**src/pkg/pid_defines.vh**
```
// constants for the periodic interrupt divider
// Overview of operation
// - any software write with byte lane 0 enabled to the tick rate control register restarts the time-out period.
// - a change of the clock source select or a loss of oscillator-up status restarts the period.
// - bit 7 picks the divider style, 0 binary and 1 decimal.
// - in binary style prescale code 000 is off and codes 1 to 7 select 2^10 to 2^16.
// - the modulus field gives an extra multiplier of its value plus one.
// - the binary period is the modulus multiplier times the power-of-two prescaler.
`ifndef PID_DEFINES_VH
`define PID_DEFINES_VH
// ****************************************************************
// register map (byte addresses)
// ****************************************************************
`define PID_ADDR_CTRL     4'h0
`define PID_ADDR_STATUS   4'h4
`define PID_ADDR_MASK     4'h8
`define PID_ADDR_SRC      4'hc
// ****************************************************************
// fields and reset values
// ****************************************************************
`define PID_BIT_DEC       7
`define PID_PRE_HI        6
`define PID_PRE_LO        4
`define PID_MOD_HI        3
`define PID_MOD_LO        0
`define PID_CTRL_RST      8'h00
`define PID_PRE_OFF       3'h0
`define PID_PRE_BASE      5'h09
`define PID_RESP_OKAY     2'h0
`define PID_RESP_SLVERR   2'h2
`endif

```
**src/core/pid_periodic_interrupt_divider.v**
```verilog
// periodic tick generator with axi4-lite register slave
`timescale 1ns/1ps
`default_nettype none
`include "pid_defines.vh"
module pid_periodic_interrupt_divider #(
  parameter [19:0] DEC_PRESCALE = 20'h003e8
) (
  input  wire        i_clock,
  input  wire        i_arst_n,
  input  wire        i_oscillator_up_status,
  input  wire [3:0]  i_awaddr,
  input  wire        i_awvalid,
  output reg         o_awready,
  input  wire [31:0] i_wdata,
  input  wire [3:0]  i_wstrb,
  input  wire        i_wvalid,
  output reg         o_wready,
  output reg  [1:0]  o_bresp,
  output reg         o_bvalid,
  input  wire        i_bready,
  input  wire [3:0]  i_araddr,
  input  wire        i_arvalid,
  output reg         o_arready,
  output reg  [31:0] o_rdata,
  output reg  [1:0]  o_rresp,
  output reg         o_rvalid,
  input  wire        i_rready,
  output reg         o_periodic_tick_interrupt
);
  // ****************************************************************
  // reset release and pin synchroniser
  // ****************************************************************
  reg  [1:0]  rst_sync_reg;
  wire        rst_n = rst_sync_reg[1];
  reg         osc_meta_reg;
  reg         osc_sync_reg;
  // reset deasserts through two flops so release is clean
  always @(posedge i_clock or negedge i_arst_n) begin
    if (!i_arst_n) begin
      rst_sync_reg <= 2'h0;
    end else begin
      rst_sync_reg <= {rst_sync_reg[0], 1'b1};
    end
  end
  // oscillator status comes from another domain
  always @(posedge i_clock or negedge rst_n) begin
    if (!rst_n) begin
      osc_meta_reg <= 1'b0;
      osc_sync_reg <= 1'b0;
    end else begin
      osc_meta_reg <= i_oscillator_up_status;
      osc_sync_reg <= osc_meta_reg;
    end
  end
  // ****************************************************************
  // registers
  // ****************************************************************
  reg  [7:0]  periodic_tick_rate_control_reg;
  reg         tick_clock_source_select_reg;
  reg         status_reg;
  reg         mask_reg;
  reg         osc_prev_reg;
  reg  [3:0]  awaddr_reg;
  reg  [31:0] wdata_reg;
  reg  [3:0]  wstrb_reg;
  reg         aw_held;
  reg         w_held;
  wire        wr_fire = o_awready == 1'b0 && o_wready == 1'b0 &&
                        aw_held && w_held && !o_bvalid;
  wire        wr_ctrl = wr_fire && awaddr_reg == `PID_ADDR_CTRL &&
                        wstrb_reg[0];
  wire        wr_src  = wr_fire && awaddr_reg == `PID_ADDR_SRC &&
                        wstrb_reg[0];
  wire        src_change = wr_src &&
                           wdata_reg[0] != tick_clock_source_select_reg;
  wire        osc_lost = osc_prev_reg && !osc_sync_reg;
  wire        restart = wr_ctrl || src_change || osc_lost;
  wire        rd_fire = i_arvalid && o_arready;
  wire        rd_status = rd_fire && i_araddr == `PID_ADDR_STATUS;
  wire        tick;
  // ****************************************************************
  // divider
  // ****************************************************************
  wire [2:0]  pre = periodic_tick_rate_control_reg[`PID_PRE_HI:`PID_PRE_LO];
  wire [3:0]  modsel =
    periodic_tick_rate_control_reg[`PID_MOD_HI:`PID_MOD_LO];
  wire        dec_mode = periodic_tick_rate_control_reg[`PID_BIT_DEC];
  wire        running = pre != `PID_PRE_OFF && osc_sync_reg;
  reg  [16:0] pre_cnt_reg;
  reg  [3:0]  mod_cnt_reg;
  // last prescaler count of a stage: 2^(9+code)-1 binary, DEC_PRESCALE-1 decimal
  function [16:0] pre_last;
    input [2:0] code;
    input       dec;
    begin
      if (dec) begin
        pre_last = DEC_PRESCALE[16:0] - 17'h00001;
      end else begin
        pre_last = (17'h00001 << ({2'h0, code} + `PID_PRE_BASE))
                   - 17'h00001;
      end
    end
  endfunction
  wire        pre_wrap = pre_cnt_reg == pre_last(pre, dec_mode);
  assign tick = running && pre_wrap && mod_cnt_reg == modsel;
  // decimal table is not provided, so decimal uses one fixed stage length
  always @(posedge i_clock or negedge rst_n) begin
    if (!rst_n) begin
      pre_cnt_reg <= 17'h00000;
      mod_cnt_reg <= 4'h0;
    end else if (restart || !running) begin
      pre_cnt_reg <= 17'h00000;
      mod_cnt_reg <= 4'h0;
    end else if (pre_wrap) begin
      pre_cnt_reg <= 17'h00000;
      mod_cnt_reg <= tick ? 4'h0 : mod_cnt_reg + 4'h1;
    end else begin
      pre_cnt_reg <= pre_cnt_reg + 17'h00001;
    end
  end
  // ****************************************************************
  // control, status and interrupt
  // ****************************************************************
  // set wins over the clear-on-read so no tick is lost
  always @(posedge i_clock or negedge rst_n) begin
    if (!rst_n) begin
      periodic_tick_rate_control_reg <= `PID_CTRL_RST;
      tick_clock_source_select_reg   <= 1'b0;
      status_reg                     <= 1'b0;
      mask_reg                       <= 1'b0;
      osc_prev_reg                   <= 1'b0;
      o_periodic_tick_interrupt      <= 1'b0;
    end else begin
      osc_prev_reg <= osc_sync_reg;
      if (wr_ctrl) begin
        periodic_tick_rate_control_reg <= wdata_reg[7:0];
      end
      if (wr_src) begin
        tick_clock_source_select_reg <= wdata_reg[0];
      end
      if (wr_fire && awaddr_reg == `PID_ADDR_MASK && wstrb_reg[0]) begin
        mask_reg <= wdata_reg[0];
      end
      if (tick) begin
        status_reg <= 1'b1;
      end else if (rd_status) begin
        status_reg <= 1'b0;
      end
      o_periodic_tick_interrupt <= (status_reg || tick) && mask_reg;
    end
  end
  // ****************************************************************
  // axi4-lite slave
  // ****************************************************************
  // address and data are caught separately, then committed together
  always @(posedge i_clock or negedge rst_n) begin
    if (!rst_n) begin
      o_awready  <= 1'b1;
      o_wready   <= 1'b1;
      aw_held    <= 1'b0;
      w_held     <= 1'b0;
      awaddr_reg <= 4'h0;
      wdata_reg  <= 32'h00000000;
      wstrb_reg  <= 4'h0;
      o_bvalid   <= 1'b0;
      o_bresp    <= `PID_RESP_OKAY;
    end else begin
      if (i_awvalid && o_awready) begin
        awaddr_reg <= i_awaddr;
        aw_held    <= 1'b1;
        o_awready  <= 1'b0;
      end
      if (i_wvalid && o_wready) begin
        wdata_reg <= i_wdata;
        wstrb_reg <= i_wstrb;
        w_held    <= 1'b1;
        o_wready  <= 1'b0;
      end
      if (wr_fire) begin
        o_bvalid <= 1'b1;
        o_bresp  <= (awaddr_reg[1:0] != 2'h0) ? `PID_RESP_SLVERR :
                    `PID_RESP_OKAY;
        aw_held  <= 1'b0;
        w_held   <= 1'b0;
      end
      if (o_bvalid && i_bready) begin
        o_bvalid  <= 1'b0;
        o_awready <= 1'b1;
        o_wready  <= 1'b1;
      end
    end
  end
  // read: one outstanding, answer one cycle after address is taken
  always @(posedge i_clock or negedge rst_n) begin
    if (!rst_n) begin
      o_arready <= 1'b1;
      o_rvalid  <= 1'b0;
      o_rdata   <= 32'h00000000;
      o_rresp   <= `PID_RESP_OKAY;
    end else if (rd_fire) begin
      o_arready <= 1'b0;
      o_rvalid  <= 1'b1;
      o_rresp   <= `PID_RESP_OKAY;
      case (i_araddr)
        `PID_ADDR_CTRL: begin
          o_rdata <= {24'h000000, periodic_tick_rate_control_reg};
        end
        `PID_ADDR_STATUS: begin
          o_rdata <= {31'h00000000, status_reg};
        end
        `PID_ADDR_MASK: begin
          o_rdata <= {31'h00000000, mask_reg};
        end
        `PID_ADDR_SRC: begin
          o_rdata <= {30'h00000000, osc_sync_reg,
                      tick_clock_source_select_reg};
        end
        default: begin
          o_rdata <= 32'h00000000;
          o_rresp <= `PID_RESP_SLVERR;
        end
      endcase
    end else if (o_rvalid && i_rready) begin
      o_rvalid  <= 1'b0;
      o_arready <= 1'b1;
    end
  end
endmodule
`default_nettype wire

```
**config.mk**
```make
export PLATFORM = sky130hd
export DESIGN_NAME = pid_periodic_interrupt_divider
export DESIGN_NICKNAME = d
export VERILOG_FILES = /design/src/core/pid_periodic_interrupt_divider.v
export VERILOG_INCLUDE_DIRS = /design/src /design/src/pkg
export SDC_FILE = /design/constraint.sdc
export NUM_CORES = 1
export LEC_CHECK = 0
export BUFFER_PORTS_ARGS = -buffer_cell sky130_fd_sc_hd__buf_2
export CAP_MARGIN = 20
export CORE_MARGIN = 10
export CORE_UTILIZATION = 53
export DETAILED_ROUTE_END_ITERATION = 10
export PLACE_DENSITY_LB_ADDON = 0.15
export SETUP_SLACK_MARGIN = 0.2
export SYNTH_ARGS = -nofsm -noshare
export SYNTH_HDL_FRONTEND = slang
export SYNTH_SLANG_ARGS = --single-unit
```
**constraint.sdc**
```tcl
create_clock -name i_clock -period 2.6 [get_ports i_clock]
set_input_delay 0.52 -clock i_clock [delete_from_list [all_inputs] [get_ports i_clock]]
set_output_delay 0.52 -clock i_clock [all_outputs]
set_load 0.03 [all_outputs]
```
======== Word-level counts from Yosys, hierarchy flattened ========
Cells that the tools add are included.
storage, ports and cells
  register bits after elaboration ......... 94
  bits of input ports ..................... 52
  output and inout bits ................... 42
  logic and storage cells ................. 106
cells by class
  add/subtract/negate cells ............... 4
  equality and inequality tests ........... 8
  shift-type cells ........................ 1
  muxes and demuxes ....................... 25
  bitwise operators ....................... 2
  reductions and logical operators ........ 42
operators by type and width
  cell                   count
  $mux 17                3
  $pmux 8 s4             1
  $logic_and 1x1->1      22
  $reduce_bool 2->1      9
  $add 17x1->17 const B  1
  $eq 17x17->1           1
  $shl 1x5->17 const A   1
  $sub 17x1->17 const B  1
  $eq 4x4->1 const B     4
  $mux 1                 16
  $mux 4                 3
  $logic_not 4->1        2
  $add 3x4->5 const B    1
  $add 4x1->4 const B    1
  $eq 4x3->1 const B     1
  $eq 4x4->1             1
  $logic_or 1x1->1       4
  $mux 2                 2
  $reduce_or 4->1        1
  $logic_not 1->1        3
  $reduce_bool 3->1      1
  $not 1->1              2
  $ne 1x1->1             1

======== Depth between registers and ports, before layout ========
  word-level depth ........................ 12
  gate-level depth with buffers ........... 17
  gate-level depth less buffers ........... 14

======== Least setup slack after synthesis ========
No wires, ideal clock.
  kind .................................... register -> register
  start point ............................. register periodic_tick_rate_control_reg[4]
  end point ............................... register mod_cnt_reg[1]
  arrival time ............................ 3300 ps
  required time ........................... 2519 ps
  setup slack ............................. -780 ps
  cell stages (with the launch flop) ...... 17
  buffers on the path ..................... 2
  cells stage by stage .................... dfrtp_1 -> buf_6 -> nand2_1 -> clkinv_2 -> ha_1 -> nand4b_2 -> nor2_1 -> inv_1 -> ha_1 -> buf_2 -> nor2_1 -> a21oi_1 -> o21bai_1 -> xnor2_1 -> o2111ai_1 -> or4b_1 -> a21oi_1
on the way
  longest elaborated chain between the ends .. 10
  elaborated cells between the ends (all ways) .. 15
  classes of those cells .................. add/sub: 2; eq/ne: 1; shift: 1; mux: 4; reduce/logical: 7
RTL lines
  element                          RTL line                              text
  from (decl)                      pid_periodic_interrupt_divider.v:58   reg [7:0] periodic_tick_rate_control_reg;
  from (signal assigned)           pid_periodic_interrupt_divider.v:127  periodic_tick_rate_control_reg <= `PID_CTRL_RST;
  from (signal assigned)           pid_periodic_interrupt_divider.v:136  periodic_tick_rate_control_reg <= wdata_reg[7:0];
  $add 3x4->5 (no source line)     -
  $shl 1x5->17                     pid_periodic_interrupt_divider.v:99   pre_last = (17'h00001 << ({2'h0, code} + `PID_PRE_BASE))
  $sub 17x1->17                    pid_periodic_interrupt_divider.v:99
  $mux 17                          pid_periodic_interrupt_divider.v:96   if (dec) begin
  $eq 17x17->1                     pid_periodic_interrupt_divider.v:104  wire pre_wrap = pre_cnt_reg == pre_last(pre, dec_mode);
  $logic_and 1x1->1 (2 in series)  pid_periodic_interrupt_divider.v:105  assign tick = running && pre_wrap && mod_cnt_reg == modsel;
  $mux 4                           pid_periodic_interrupt_divider.v:116  mod_cnt_reg <= tick ? 4'h0 : mod_cnt_reg + 4'h1;
  $mux 4                           pid_periodic_interrupt_divider.v:114  end else if (pre_wrap) begin
  $mux 4                           pid_periodic_interrupt_divider.v:111  end else if (restart || !running) begin
  to (signal assigned)             pid_periodic_interrupt_divider.v:116
  to (decl)                        pid_periodic_interrupt_divider.v:90   reg [3:0] mod_cnt_reg;
Parallel ways exist; a longest one is shown, timed or not. The select of a mux whose other input is x is not followed.
A chain may end at the register's enable or synchronous reset.

======== Worst setup path after layout ========
  start point ............................. register periodic_tick_rate_control_reg[4]
  end point ............................... register mod_cnt_reg[0]
Same word-level chain as after synthesis.

==> flow_summary.ini <==
[detailed_routing]
first_iter_violations = 120
viasPerCell = 5.27
drc = 0
ant_nets = 0
routedWlPerCell_um = 15.3
finalWirelength_um = 8040
vias = 2774
dr.pass1.iters = 4

[yosys]
synth_edf_count = 0
yosysMostFrequentCell = dfrtp_1
synth.top_cell.area_share_pct = 43.4
ys_ff_latch = 67
ys_seq_area_share_pct = 45.5
synthTopCellsByArea = dfrtp_1 (43%), mux2_2 (6.7%), buf_4 (6.1%)
synth_top_cells_by_count = dfrtp_1 (64), nor2_1 (38), buf_4 (30)
syn_inst = 362
synth.distinct_cells = 60
async_flop_share_pct = 100
syn_area_mm2 = 0.00369
synth_largest_area_cell = dfrtp_1
syn_avg_cell_area_um2 = 10.2
synth_flop_cell = dfrtp_1
yosysWarnings = 0

[floorplan]
core.rowCount = 30
core_mm2 = 0.00679
die_y_um = 103
io_pins = 94
die_area_mm2 = 0.0107
die_width_um = 103
initial_core_util_pct = 54.3

[power]
power_density_mw_per_mm2 = 775
total_leakage_power_uw = 0.00204
ir_drop_uv = 502

[finish]
area.growth.synth_to_final_pct = 19.4
diodes = 0
num-nets-final = 481
utilization_pct = 64.8
largest_register_ffs = 17
fin_cells = 526
design_area_mm2 = 0.00440
drive_gt1_share_pct = 31.9

[setup_path]
cp-start-kind = register
slowest_delay_ps = 490
path_class = register to register
setup.worst_path.end_class = register
path_cells = nand2_4 -> clkinv_4 -> ha_4 -> nand4b_4 -> nor2_4 -> inv_2 -> ha_4 -> buf_6 -> o31ai_4 -> a32oi_2 -> nor4_2 -> nand4_1 -> or4_1 -> a21oi_1
crit_family = simple AND/OR/NAND/NOR gates
critPathMostFrequentCell = ha_4
crit_slowest_cell = or4_1
cp_max_fo = 8
crit_arrival_ps = 3260
cp.required_ps = 2850
crit_buf_inv = 3

[placement]
hpwl_um = 5860
gp_congestion = 0.897
place_ws_ps = -487
placedCellCount = 501
placed_cell_area_mm2 = 0.00406
portBuffers = 40

[timing]
fmax_ghz = 0.333
slew_headroom_pct = 37.3
timing.final.crit_period_ps = 3000
fin_ws_ps = -402
fin_setup_tns_ps = -7690
setup_viol = 23
finalCritPeriodShare_pct = 115
worst_slew_pin_slew_ps = 928
skew_ps = 7.70
final_max_slew_viol_count = 0
finalHoldViolCount = 0
rsz0062_at_grt = true

[clock_network]
cts.sinks = 67
cts_made_buffers = 9
tritoncts = yes
clockBufferDepth = 2
insertion_delay_ps = 340
h-tree-depth = 3
cts-root-buf = clkbuf_8
clkTransAtPathRegs_ps = 80

[outcome]
violations = setup timing
status = finished with violations

[run]
maxCapViolations = 0

[min_path]
hold_class = register to async pin

[global_routing]
grt-ovfl-total = 0
antenna_found_initial = 0
track_usage_pct = 15.4
grt_pass1_vias = 2737
grt_max_degree = 32
grt_first_pass_wirelength_um = 13100
==> layer usage <==
| metal | share of wire (%) | global-route usage, % | up-vias |
|---|---|---|---|
| li1 | - | - | 1354 |
| met1 | 48 | 20.6 | 1337 |
| met2 | 44 | 24.0 | 74 |
| met3 | 6.5 | 3.46 | 9 |
| met4 | 0.88 | 5.56 | 0 |
| met5 | 0 | 0 | - |
==> metrics by stage <==
step	power, uW	hold slack, ps
finish	3410	290
CTS	3420	283
detailed placement	2530	310
floorplan	2260	224
global route	3620	284
global placement	2490	308
==> final cells by class <==
cell class	count	area [um^2]
Clock buffer	11	131
Timing Repair Buffer	71	452
Inverter	13	53.8
Sequential cell	67	1680
Fill cell	552	2390
Multi-Input combinational cell	263	1900
Tap cell	96	120
Clock inverter	5	62.6
==> what timing repair did <==
action / CTS / global route
pin swaps: 6 / 10
buffers inserted: 5 / 3
hold buffers: 1 / 0
gates resized for setup: 3 / 13
cloned: 0 / 0
setup endpoints to repair: 23 / 23
hold endpoints to repair: 2 / 0
==> power by group <==
part           internal, uW  switching (uW)  leakage [uW]  total [uW]
logic                   477             598       0.00108        1080
clock network           449             415     0.0000901         864
registers              1270             200      0.000869        1470
==> final timing paths <==
| kind | start | end | slack, ps | cells after the start |
|---|---|---|---|---|
| worst max register to register | periodic_tick_rate_control_reg[4] | mod_cnt_reg[0] | -400 | 14 |
| worst min-delay path | rst_sync_reg[1] | periodic_tick_rate_control_reg[5] | 290 | 0 |
| worst min register to register | rst_sync_reg[1] | periodic_tick_rate_control_reg[5] | 290 | 0 |
| min in group i_clock | i_oscillator_up_status | osc_meta_reg | 290 | 1 |
| max in group asynchronous | rst_sync_reg[1] | o_wready | 1560 | 1 |
| worst max-delay path | periodic_tick_rate_control_reg[4] | mod_cnt_reg[0] | -400 | 14 |
==> cell families (layout without fill, tap and decap cells) <==
kind of cell	Yosys count	in the layout	synth area share, %
AOI/OAI and AO/OA	64	64	12.3
xor gates and xnor gates	29	29	6.88
adders and majority gates	4	4	1.36
buffers and inverters	58	100	9.36
DFF	67	67	45.5
muxes	25	25	7.87
other	2	28	0.204
and+or+nand+nor	113	113	16.4
==> placed cells by master, fill, tap and decap left out, drive strengths merged, types with 4 or more instances in the layout <==
cell type / n
a21oi: 11
a22o: 7
a31oi: 5
buf: 70
clkbuf: 11
conb: 28
dfrtp: 64
ha: 4
inv: 13
mux2: 22
nand2: 18
nand3: 9
nand4: 7
nor2: 38
nor3: 6
nor3b: 7
nor4: 7
o21ai: 12
or4: 4
xnor2: 13
xor2: 16
No activity file was read; power rests on OpenSTA's default activity.
